## src/core/wscr_pkg.sv

```systemverilog
// Constants for the wake source control register bank
// Operation
// RULE1: Timer two wake follows bit seven
// RULE2: Timer one wake follows bit six
// RULE3: Reserved bits always read zero
// RULE4: Bit two disables watchdog in stop
// RULE5: Scope zero: only wakes raise interrupt
// RULE6: Scope one: every status bit interrupts
// RULE7: Measurement select masks pin one, two wakes
// RULE8: Host ignores pin levels while measuring
// RULE9: Low three bits enable pin wakes
// RULE10: Two-bit pull code per wake pin
// RULE11: Bus wakes come from bus control; the code takes bus_event_i as a wake with no bus control gating
// RULE12: Fail-safe forces wake-capable register values
// RULE13: External reset 07, restart clears 6,4,3
// RULE14: Internal register resets to zero
// RULE15: Pull register resets to zero
// RULE16: Timer wake needs configured timer
// RULE17: Reserved writes have no effect
package wscr_pkg;
    localparam logic [6:0] WSCR_ADDR_INT = 7'h06;
    localparam logic [6:0] WSCR_ADDR_EXT = 7'h07;
    localparam logic [6:0] WSCR_ADDR_PULL = 7'h08;
    localparam logic [7:0] WSCR_INT_MASK = 8'hc4;
    localparam logic [7:0] WSCR_EXT_MASK = 8'ha7;
    localparam logic [7:0] WSCR_PULL_MASK = 8'h3f;
    localparam logic [7:0] WSCR_INT_RST = 8'h00;
    localparam logic [7:0] WSCR_EXT_RST = 8'h07;
    localparam logic [7:0] WSCR_PULL_RST = 8'h00;
    localparam logic [7:0] WSCR_EXT_RESTART_KEEP = 8'ha7;
    localparam logic [7:0] WSCR_EXT_FS_CLR = 8'h58;
    localparam logic [7:0] WSCR_EXT_FS_SET = 8'h07;
    localparam logic [7:0] WSCR_BUS_FS_CLR = 8'h16;
    localparam logic [7:0] WSCR_BUS_FS_SET = 8'h09;
    localparam int WSCR_B_T2 = 7;
    localparam int WSCR_B_T1 = 6;
    localparam int WSCR_B_WDS = 2;
    localparam int WSCR_B_GLOB = 7;
    localparam int WSCR_B_MEAS = 5;
    localparam int WSCR_B_P3 = 2;
    localparam int WSCR_B_P2 = 1;
    localparam int WSCR_B_P1 = 0;
    localparam logic [1:0] WSCR_BUS_WAKE = 2'h1;
    localparam logic [1:0] WSCR_PULL_NONE = 2'h0;
    localparam logic [1:0] WSCR_PULL_DOWN = 2'h1;
    localparam logic [1:0] WSCR_PULL_UP = 2'h2;
    localparam logic [1:0] WSCR_PULL_AUTO = 2'h3;
endpackage : wscr_pkg

```

## src/core/wscr_regs.sv

```systemverilog
// Wake source control register bank
`timescale 1ns/1ps
module wscr_regs (
    // Clock and reset
    input wire logic mclk_i,
    input wire logic rst_i,
    input wire logic ce_i,
    // Register access from serial interface
    input wire logic [6:0] addr_i,
    input wire logic wr_i,
    input wire logic [7:0] wdata_i,
    output logic [7:0] rdata_o,
    // Device events
    input wire logic soft_rst_i,
    input wire logic restart_i,
    input wire logic failsafe_i,
    input wire logic wds_hw_set_i,
    input wire logic wds_hw_clr_i,
    input wire logic [7:0] bus_ctrl_i,
    input wire logic t1_cfg_i,
    input wire logic t2_cfg_i,
    input wire logic [2:0] pin_level_i,
    input wire logic [2:0] pin_event_i,
    input wire logic t1_event_i,
    input wire logic t2_event_i,
    input wire logic bus_event_i,
    input wire logic status_event_i,
    // Results
    output logic [7:0] bus_ctrl_o,
    output logic bus_force_o,
    output logic stop_wd_disable_o,
    output logic meas_en_o,
    output logic [2:0] pull_up_o,
    output logic [2:0] pull_down_o,
    output logic wake_o,
    output logic int_o
);
    logic [7:0] int_reg, int_next;
    logic [7:0] ext_reg, ext_next;
    logic [7:0] pull_reg, pull_next;
    logic [7:0] rd_reg, rd_next;
    logic [7:0] bus_reg, bus_next;
    logic bf_reg, bf_next;
    logic wd_reg, wd_next, ms_reg, ms_next;
    logic [2:0] pu_reg, pu_next, pd_reg, pd_next;
    logic wk_reg, wk_next, irq_reg, irq_next;
    logic [2:0] pu_c, pd_c;
    logic [2:0] pin_wake;
    logic any_wake;

    genvar g;
    generate
        for (g = 0; g < 3; g++) begin : g_pull
            wscr_pull_dec u_dec (
                .code_i(pull_reg[2*g+1:2*g]),
                .level_i(pin_level_i[g]),
                .pull_up_o(pu_c[g]),
                .pull_down_o(pd_c[g])
            );
        end
    endgenerate

    // Shared write decode keeps the three register selects identical
    function automatic logic wscr_wr_hit(input logic wr, input logic [6:0] a,
        input logic [6:0] sel);
        return wr && (a == sel);
    endfunction : wscr_wr_hit

    always_comb begin
        int_next = int_reg;
        ext_next = ext_reg;
        pull_next = pull_reg;
        bus_next = bus_ctrl_i;
        bf_next = 1'b0;
        if (wscr_wr_hit(wr_i, addr_i, wscr_pkg::WSCR_ADDR_INT))
            int_next = wdata_i & wscr_pkg::WSCR_INT_MASK; // [RULE17]
        if (wscr_wr_hit(wr_i, addr_i, wscr_pkg::WSCR_ADDR_EXT))
            ext_next = wdata_i & wscr_pkg::WSCR_EXT_MASK; // [RULE17]
        if (wscr_wr_hit(wr_i, addr_i, wscr_pkg::WSCR_ADDR_PULL))
            pull_next = wdata_i & wscr_pkg::WSCR_PULL_MASK; // [RULE17]
        // Hardware set wins over a hardware clear
        if (wds_hw_clr_i)
            int_next[wscr_pkg::WSCR_B_WDS] = 1'b0; // [RULE4]
        if (wds_hw_set_i)
            int_next[wscr_pkg::WSCR_B_WDS] = 1'b1; // [RULE4]
        if (restart_i)
            ext_next = ext_reg & wscr_pkg::WSCR_EXT_RESTART_KEEP; // [RULE13]
        if (failsafe_i) begin
            ext_next = (ext_reg & ~wscr_pkg::WSCR_EXT_FS_CLR)
                | wscr_pkg::WSCR_EXT_FS_SET; // [RULE12]
            bus_next = (bus_ctrl_i & ~wscr_pkg::WSCR_BUS_FS_CLR)
                | wscr_pkg::WSCR_BUS_FS_SET; // [RULE12]
            bf_next = 1'b1;
        end
        if (soft_rst_i) begin
            int_next = wscr_pkg::WSCR_INT_RST; // [RULE14]
            ext_next = wscr_pkg::WSCR_EXT_RST; // [RULE13]
            pull_next = wscr_pkg::WSCR_PULL_RST; // [RULE15]
        end
    end

    always_comb begin
        rd_next = 8'h00; // [RULE3]
        case (addr_i)
            wscr_pkg::WSCR_ADDR_INT: rd_next = int_reg;
            wscr_pkg::WSCR_ADDR_EXT: rd_next = ext_reg;
            wscr_pkg::WSCR_ADDR_PULL: rd_next = pull_reg;
            default: rd_next = 8'h00;
        endcase
        // Measurement mode blocks pins one and two
        pin_wake[0] = ext_reg[wscr_pkg::WSCR_B_P1]
            & ~ext_reg[wscr_pkg::WSCR_B_MEAS]; // [RULE7] [RULE9]
        pin_wake[1] = ext_reg[wscr_pkg::WSCR_B_P2]
            & ~ext_reg[wscr_pkg::WSCR_B_MEAS]; // [RULE7] [RULE9]
        pin_wake[2] = ext_reg[wscr_pkg::WSCR_B_P3]; // [RULE9]
        any_wake = |(pin_wake & pin_event_i)
            | (int_reg[wscr_pkg::WSCR_B_T1] & t1_cfg_i & t1_event_i)
            | (int_reg[wscr_pkg::WSCR_B_T2] & t2_cfg_i & t2_event_i)
            | bus_event_i; // [RULE1] [RULE2] [RULE16] [RULE11]
        wk_next = any_wake;
        irq_next = any_wake | (ext_reg[wscr_pkg::WSCR_B_GLOB]
            & status_event_i); // [RULE5] [RULE6]
        wd_next = int_reg[wscr_pkg::WSCR_B_WDS]; // [RULE4]
        ms_next = ext_reg[wscr_pkg::WSCR_B_MEAS];
        pu_next = pu_c;
        pd_next = pd_c;
    end

    always_ff @(posedge mclk_i) begin
        if (rst_i) begin
            int_reg <= wscr_pkg::WSCR_INT_RST;
            ext_reg <= wscr_pkg::WSCR_EXT_RST;
            pull_reg <= wscr_pkg::WSCR_PULL_RST;
            rd_reg <= 8'h00;
            bus_reg <= 8'h00;
            bf_reg <= 1'b0;
            wd_reg <= 1'b0;
            ms_reg <= 1'b0;
            pu_reg <= 3'h0;
            pd_reg <= 3'h0;
            wk_reg <= 1'b0;
            irq_reg <= 1'b0;
        end else if (ce_i) begin
            int_reg <= int_next;
            ext_reg <= ext_next;
            pull_reg <= pull_next;
            rd_reg <= rd_next;
            bus_reg <= bus_next;
            bf_reg <= bf_next;
            wd_reg <= wd_next;
            ms_reg <= ms_next;
            pu_reg <= pu_next;
            pd_reg <= pd_next;
            wk_reg <= wk_next;
            irq_reg <= irq_next;
        end
    end

    assign rdata_o = rd_reg;
    assign bus_ctrl_o = bus_reg;
    assign bus_force_o = bf_reg;
    assign stop_wd_disable_o = wd_reg;
    assign meas_en_o = ms_reg;
    assign pull_up_o = pu_reg;
    assign pull_down_o = pd_reg;
    assign wake_o = wk_reg;
    assign int_o = irq_reg;

    AST_RSV_ZERO: assert property ( // [RULE3]
        @(posedge mclk_i) disable iff (rst_i)
        (int_reg & ~wscr_pkg::WSCR_INT_MASK) == 8'h00
        && (ext_reg & ~wscr_pkg::WSCR_EXT_MASK) == 8'h00)
        else $error("reserved bits set");
    AST_PULL_RSV: assert property ( // [RULE3]
        @(posedge mclk_i) disable iff (rst_i)
        (pull_reg & ~wscr_pkg::WSCR_PULL_MASK) == 8'h00)
        else $error("pull reserved bits set");
    AST_MEAS_BLOCK: assert property ( // [RULE7]
        @(posedge mclk_i) disable iff (rst_i)
        ce_i && ext_reg[wscr_pkg::WSCR_B_MEAS] && !ext_reg[2] && !bus_event_i
        && !t1_event_i && !t2_event_i |=> !wake_o)
        else $error("pin wake in measurement mode");
    AST_SOFT_RST: assert property ( // [RULE13]
        @(posedge mclk_i) disable iff (rst_i)
        ce_i && soft_rst_i |=> ext_reg == wscr_pkg::WSCR_EXT_RST
        && int_reg == 8'h00 && pull_reg == 8'h00)
        else $error("soft reset values wrong");
    AST_FAILSAFE: assert property ( // [RULE12]
        @(posedge mclk_i) disable iff (rst_i)
        ce_i && failsafe_i && !soft_rst_i |=> ext_reg[2:0] == 3'h7
        && !ext_reg[6] && !ext_reg[4] && bus_ctrl_o[3:0] == 4'h9)
        else $error("fail-safe values wrong");
    AST_FS_FLAG: assert property ( // [RULE12]
        @(posedge mclk_i) disable iff (rst_i)
        ce_i && failsafe_i |=> bus_force_o)
        else $error("fail-safe bus force missing");
    AST_T1_WAKE: assert property ( // [RULE2]
        @(posedge mclk_i) disable iff (rst_i)
        ce_i && int_reg[6] && t1_cfg_i && t1_event_i |=> wake_o && int_o)
        else $error("timer one wake lost");
    AST_T2_WAKE: assert property ( // [RULE1]
        @(posedge mclk_i) disable iff (rst_i)
        ce_i && int_reg[wscr_pkg::WSCR_B_T2] && t2_cfg_i && t2_event_i
        |=> wake_o && int_o)
        else $error("timer two wake lost");
    AST_T2_OFF: assert property ( // [RULE1]
        @(posedge mclk_i) disable iff (rst_i)
        ce_i && !int_reg[7] && t2_event_i && !t1_event_i && !bus_event_i
        && (pin_event_i & ext_reg[2:0]) == 3'h0 |=> !wake_o)
        else $error("timer two wake while disabled");
    AST_PIN3_WAKE: assert property ( // [RULE9]
        @(posedge mclk_i) disable iff (rst_i)
        ce_i && ext_reg[wscr_pkg::WSCR_B_P3] && pin_event_i[2] |=> wake_o)
        else $error("pin three wake lost");
    AST_GLOBAL: assert property ( // [RULE5]
        @(posedge mclk_i) disable iff (rst_i)
        ce_i && !wk_next && status_event_i |=> int_o == $past(ext_reg[7]))
        else $error("interrupt scope wrong");
    AST_RESTART: assert property ( // [RULE13]
        @(posedge mclk_i) disable iff (rst_i)
        ce_i && restart_i && !failsafe_i && !soft_rst_i |=>
        ext_reg == ($past(ext_reg) & wscr_pkg::WSCR_EXT_RESTART_KEEP))
        else $error("restart value wrong");
    AST_WDS: assert property ( // [RULE4]
        @(posedge mclk_i) disable iff (rst_i)
        ce_i && wds_hw_set_i && !soft_rst_i |=> ##1 stop_wd_disable_o)
        else $error("watchdog stop disable missing");
    AST_WDS_WINS: assert property ( // [RULE4]
        @(posedge mclk_i) disable iff (rst_i)
        ce_i && wds_hw_set_i && wds_hw_clr_i && !soft_rst_i
        |=> int_reg[wscr_pkg::WSCR_B_WDS])
        else $error("hardware set lost to clear");
endmodule : wscr_regs

```

## src/core/wscr_pull_dec.sv

```systemverilog
// Pull resistor decode for one wake pin
`timescale 1ns/1ps
module wscr_pull_dec (
    // Code
    input wire logic [1:0] code_i,
    input wire logic level_i,
    // Resistor enables
    output logic pull_up_o,
    output logic pull_down_o
);
    // Auto mode pulls toward the present level, holding it stable
    always_comb begin
        pull_up_o = 1'b0;
        pull_down_o = 1'b0;
        case (code_i) // [RULE10]
            wscr_pkg::WSCR_PULL_NONE: begin
            end
            wscr_pkg::WSCR_PULL_DOWN: pull_down_o = 1'b1;
            wscr_pkg::WSCR_PULL_UP: pull_up_o = 1'b1;
            wscr_pkg::WSCR_PULL_AUTO: begin
                pull_up_o = level_i;
                pull_down_o = ~level_i;
            end
            default: begin
            end
        endcase
    end
endmodule : wscr_pull_dec

```

## config.mk

```make
export PLATFORM = sky130hd
export DESIGN_NAME = wscr_regs
export DESIGN_NICKNAME = d
export VERILOG_FILES = /design/src/core/wscr_pkg.sv /design/src/core/wscr_regs.sv /design/src/core/wscr_pull_dec.sv
export SDC_FILE = /design/constraint.sdc
export NUM_CORES = 1
export LEC_CHECK = 0
export BUFFER_PORTS_ARGS = -buffer_cell sky130_fd_sc_hd__buf_4
export CORE_UTILIZATION = 50
export DETAILED_ROUTE_END_ITERATION = 7
export GPL_TIMING_DRIVEN = 0
export PLACE_DENSITY = 0.91
export SYNTH_ARGS = -nofsm -noshare
export SYNTH_HDL_FRONTEND = slang
export SYNTH_HIERARCHICAL = 1
export SYNTH_SLANG_ARGS = --single-unit
```

## constraint.sdc

```tcl
create_clock -name mclk_i -period 2.39 [get_ports mclk_i]
set_input_delay 0.1195 -clock mclk_i [delete_from_list [all_inputs] [get_ports mclk_i]]
set_output_delay 0.1195 -clock mclk_i [all_outputs]
set_load 0.005 [all_outputs]
```

## Word level (Yosys, flattened, before mapping)

Index checks and enable logic that the tools add are counted.

- Eq/ne operators: 15
- Muxes and demuxes: 19
- Bitwise operators: 16
- Reduce and logical (&&, ||, !) cells: 16

Operators with widths:

| cell | number |
|---|---|
| $mux 8 | 8 |
| $pmux 8 s3 | 1 |
| $eq 7x3->1 const B | 2 |
| $eq 2x2->1 const B | 6 |
| $pmux 1 s2 | 6 |
| $reduce_and 2->1 | 4 |
| $reduce_bool 4->1 | 2 |
| $and 1x1->1 | 7 |
| $eq 7x4->1 const B | 1 |
| $eq 2x1->1 const B | 3 |
| $reduce_bool 2->1 | 3 |
| $mux 5 | 1 |
| $ne 2x2->1 const B | 2 |
| $not 1->1 | 4 |
| $or 1x1->1 | 4 |
| $reduce_and 4->1 | 1 |
| $and 3x3->3 | 1 |
| $logic_and 1x1->1 | 3 |
| $mux 1 | 3 |
| $ne 3x2->1 const B | 1 |
| $reduce_and 3->1 | 1 |
| $reduce_bool 3->1 | 1 |
| $reduce_or 3->1 | 1 |

- Flip-flop bits (word level): 51
- Input bits: 44
- Output and inout bits: 27
- Word-level logic and storage cells: 81

## Logic depth before layout (Yosys ltp)

- Depth after elaboration: 8
- Gate-level depth with buffers: 5
- Mapped depth without buffers: 4

## By module

The synthesis kept the hierarchy.

By module, submodules not included:

| module | instances | cells each | area each (um^2) | sequential area each (um^2) |
|---|---|---|---|---|
| wscr_regs | 1 | 191 | 1714.1 | 820.8 |
| wscr_pull_dec | 3 | 3 | 18.8 | 0.0 |

## Worst setup path before layout

No wires, ideal clock.

- Kind: input to register
- Start: input addr_i[5]
- End: register ext_reg[0]
- Library setup time: 115 ps
- Arrival time: 1254 ps
- Required time: 2275 ps
- Path slack: 1021 ps
- Stages: 5
- Path buffers: 1
- Cells stage by stage: or3_1 buf_2 or4_4 nor2_1 nor2_1

- Cells in the longest elaborated chain, start to end: 4

RTL lines:

| element | line | source |
|---|---|---|
| start: declaration | wscr_regs.sv:9 | `input wire logic [6:0] addr_i,` |
| $eq 7x3->1 | wscr_regs.sv:66 | `return wr && (a == sel);` |
| $logic_and 1x1->1 | wscr_regs.sv:66 |  |
| $reduce_bool 3->1 (no line) | n/a |  |
| $reduce_and 3->1 (no line) | n/a |  |
| end signal: assignment | wscr_regs.sv:132 | `ext_reg <= wscr_pkg::WSCR_EXT_RST;` |
| end signal: assignment | wscr_regs.sv:145 | `ext_reg <= ext_next;` |
| end: declaration | wscr_regs.sv:39 | `logic [7:0] ext_reg, ext_next;` |

No other way between the ends.
A chain may end at the register's enable or synchronous reset.

## Worst setup path after layout

- Start: input addr_i[5]
- End: register pull_reg[5]

- Cells in the longest elaborated chain, start to end: 4

RTL lines:

| element | line | source |
|---|---|---|
| $eq 7x4->1 | wscr_regs.sv:66 |  |
| $logic_and 1x1->1 | wscr_regs.sv:66 |  |
| $reduce_bool 2->1 (no line) | n/a |  |
| $reduce_and 2->1 (no line) | n/a |  |
| end signal: assignment | wscr_regs.sv:133 | `pull_reg <= wscr_pkg::WSCR_PULL_RST;` |
| end signal: assignment | wscr_regs.sv:146 | `pull_reg <= pull_next;` |
| end: declaration | wscr_regs.sv:40 | `logic [7:0] pull_reg, pull_next;` |

No other way between the ends.

==> results.md <==
- Ranking of synthesized cells by area: dfxtp_1 46%, mux2i_1 6.8%, nor2_1 6.4%, a21oi_1 4.5%, a22oi_1 3.4%
- Post-CTS setup buffers: 0
- Crit-path cells: buf_4, nor3_1, and3_2, buf_2, nand3_1, a21oi_1
- R2r worst-path depth: 4
- Most frequent cell after synthesis: dfxtp_1
- Initial core utilization: 0.526
- Sum Neg Setup Slack: 0 ns
- RSZ-0062 raised after global routing: false
- First-pass GRT wire length: slightly above 7 mm
- Status: finished clean
- Final min period: 1.26 ns
- Setup crit end: pull_reg[5]$_SDFFE_PP0P_
- Critical path peak fanout: 6
- Number of global-route vias before repair: ~1600
- Top FF cell, synth: dfxtp_1
- CP startpoint kind: input port
- Flop2flop setup slack: approximately 1.2 ns
- Die Span Y: ~60 um
- Max_cap viols: 0
- DR WL met3: between 300 and 400 um
- CTS buffer count: 5
- Routed wl met2: around 2.3 mm
- Worst-Margin Slew: 0.673 ns
- Synth top cells by count: 41 x dfxtp_1, 30 x nor2_1, 16 x a21oi_1
- Ant. Diodes: 0
- Reg power frac: 0.574
- Fin nets: 323
- FP Rows: 21
- Worst Setup SP: addr_i[5]
- Fill cells: 290
- Tcrit/Tclk final: 0.528
- Final Routed Wirelength: 4.77 mm
- Starting DRT DRC Count: 74
- Reg-to-reg endpoint: int_o$_SDFFE_PP0P_
- Worst r2r src: ext_reg[0]$_SDFFE_PP1P_
- Drt drc: 0
- H-tree levels: 2
- Mapped Cells: 200
- Initial antenna violation count: 0
- Area Growth Syn to Fin: 37.3%
- Yosys cell types: between 40 and 50
- Core area: roughly 3400 sq um
- Largest net degree at the start of global routing: 12
- CTS sink cnt: 41
- Router iterations before antenna repair: 5
- Clock power share: 0.287
- Fraction of power spent switching nets: 0.246
- Final GP Congestion: around 0.83
- Hold Startpoint: bus_ctrl_i[4]
- Port Buffers: just under 70
- Syn Area/Cell: ~8.9 sq um
- Die width: between 60 and 70 um
- Critical Path End Type: flop
- CP arrival: between 1.5 and 2 ns
- Worst Hold Class: in2reg
- Total grt overflow: 0
- Skew final: around 0.0033 ns
- Net Count, Synth: between 200 and 250
- Data required time of the worst path: around 2.7 ns
- Number of synthesized register bits: a little over 40
- EDFF count, synth: 0
- Hold Worst Slack: ~0.0066 ns
- Die area: 3780 sq um
- M1 WL: between 1.5 and 2 mm
- Max_slew headroom: 0.548
- Synth warnings: 6
- Yosys top cell area share: 0.464
- CP max stage cell: nor3_1
- Highest routing layer actually used: met4
- TritonCTS clock tree: done
- Fmax: around 800 MHz
- Clock buffer depth: 2
- Post-DP HPWL: ~3.6 mm
- Leak Pwr: 0.00105 uW
- Worst vdd ir: 0.342 mV
- Max-slew violations: 0
- Worst path max stage delay: between 0.5 and 0.6 ns
- Post-route ant nets: 0
- Hold-fix buffers at CTS: 3
- Layout cells sized above 1: 0.315
- Clock transition at path regs: between 0.1 and 0.15 ns
- Root buffer selected by CTS: clkbuf_4
- Combinational power share: 0.140
- Crit Path Class: in2reg
- Post-CTS sizing: 0
- Vias per Instance: approximately 5.5
- Power Density: ~500 nW/um^2
- Final setup viols: 0
- Synthesized cell area: between 1500 and 2000 sq um
- Fraction of registers with async set/reset: 0
- Routed wire per std cell: 14.7 um
- Via Count: about 1800
- Final hold violations: 0
- Total GRT Usage: 0.268
- Internal power: between 900 and 1000 uW
- Cell taking the most area after synthesis: dfxtp_1
- Seq/Total Area, Yosys: 0.464
- Latest clock arrival within the worst-skew pair: 0.34 ns
- Io pins: 71
- P_sw: between 300 and 400 uW
[worst max-delay path, delay by kind of cell]
kind            cells  cell delay, ns
compound gates      1            0.19
buf+inv             2            0.27
simple gates        3            0.95
[per-layer routing]
metal  vias up  global-route usage
met3        16              0.0798
met1       812               0.337
met4         0               0.111
met5         -                   0
li1        882                   -
met2        87               0.429
[per-stage QoR]
stage                     instances  area, sq um  worst slack (ns)   util  power, uW
after floorplan                 200         1770              1.02      -        784
after global placement          315         2350             0.819  0.698        880
after detailed placement        315         2350             0.815  0.698        885
after CTS                       325         2430              1.17  0.723       1230
after global routing            325         2430              1.03  0.723       1270
final                           325         2430              1.13  0.723       1230
[how the worst min path moves through the flow]
| stage | cells past startpoint | to | slack [ns] |
|---|---|---|---|
| 2_1_floorplan | 2 | ext_reg[0]$_SDFFE_PP1P_ | 0.24 |
| 3_3_place_gp | 3 | ext_reg[1]$_SDFFE_PP1P_ | 0.34 |
| 5_1_grt | 3 | bus_ctrl_o[2]$_SDFFE_PP0P_ | 0.008 |
| 4_1_cts | 3 | bus_ctrl_o[4]$_SDFFE_PP0P_ | 0.0002 |
| 3_5_place_dp | 3 | ext_reg[0]$_SDFFE_PP1P_ | 0.35 |
| 6_report | 3 | bus_ctrl_o[4]$_SDFFE_PP0P_ | 0.007 |
[cells in the final DEF (no fill, tap or decap), types with 2 or more instances in the layout]
master / Yosys / layout
clkbuf_4: 0 / 5
dfxtp_1: 41 / 41
o31ai_1: 2 / 2
inv_1: 3 / 3
nand3b_1: 2 / 2
mux2i_1: 12 / 12
o22ai_1: 2 / 2
dlygate4sd3_1: 0 / 3
buf_2: 3 / 3
buf_4: 1 / 70
or4_4: 2 / 2
clkbuf_1: 4 / 5
a22oi_1: 8 / 8
a31oi_1: 2 / 2
a21boi_0: 4 / 4
buf_1: 2 / 2
nand2_1: 10 / 10
nand4b_1: 2 / 2
a21boi_1: 3 / 3
nand3_1: 10 / 10
nor3_1: 4 / 4
o21ai_0: 9 / 9
a22o_1: 2 / 2
o21ai_1: 4 / 4
nor2_1: 30 / 30
a21oi_1: 16 / 16
nor4_1: 2 / 2
nand4_1: 2 / 2
[cell families after synthesis]
kind of cell / after synthesis / share of synthesized area
compound gates: 56 / 0.198
mux: 13 / 0.0742
simple gates: 76 / 0.230
flops: 41 / 0.464
buf+inv: 14 / 0.0339
[power groups by stage]
stage	registers, uW	clock network [uW]	logic (uW)
after global placement	718	0	162
after detailed placement	719	0	166
after global routing	705	382	186
after CTS	704	353	171
after floorplan	719	0	65.0
final	704	352	171
[area by class of cell]
class                   count  area, sq um  share of cell area
clock buffers               7         55.1              0.0226
repair buffers             72          548               0.225
flip-flops and latches     41          821               0.338
well taps                  46         57.6              0.0237
inverters                   4         15.0             0.00618
plain buffers              10         45.0              0.0185
multi-input cells         145          890               0.366
Power figures use the tool's default switching activity.
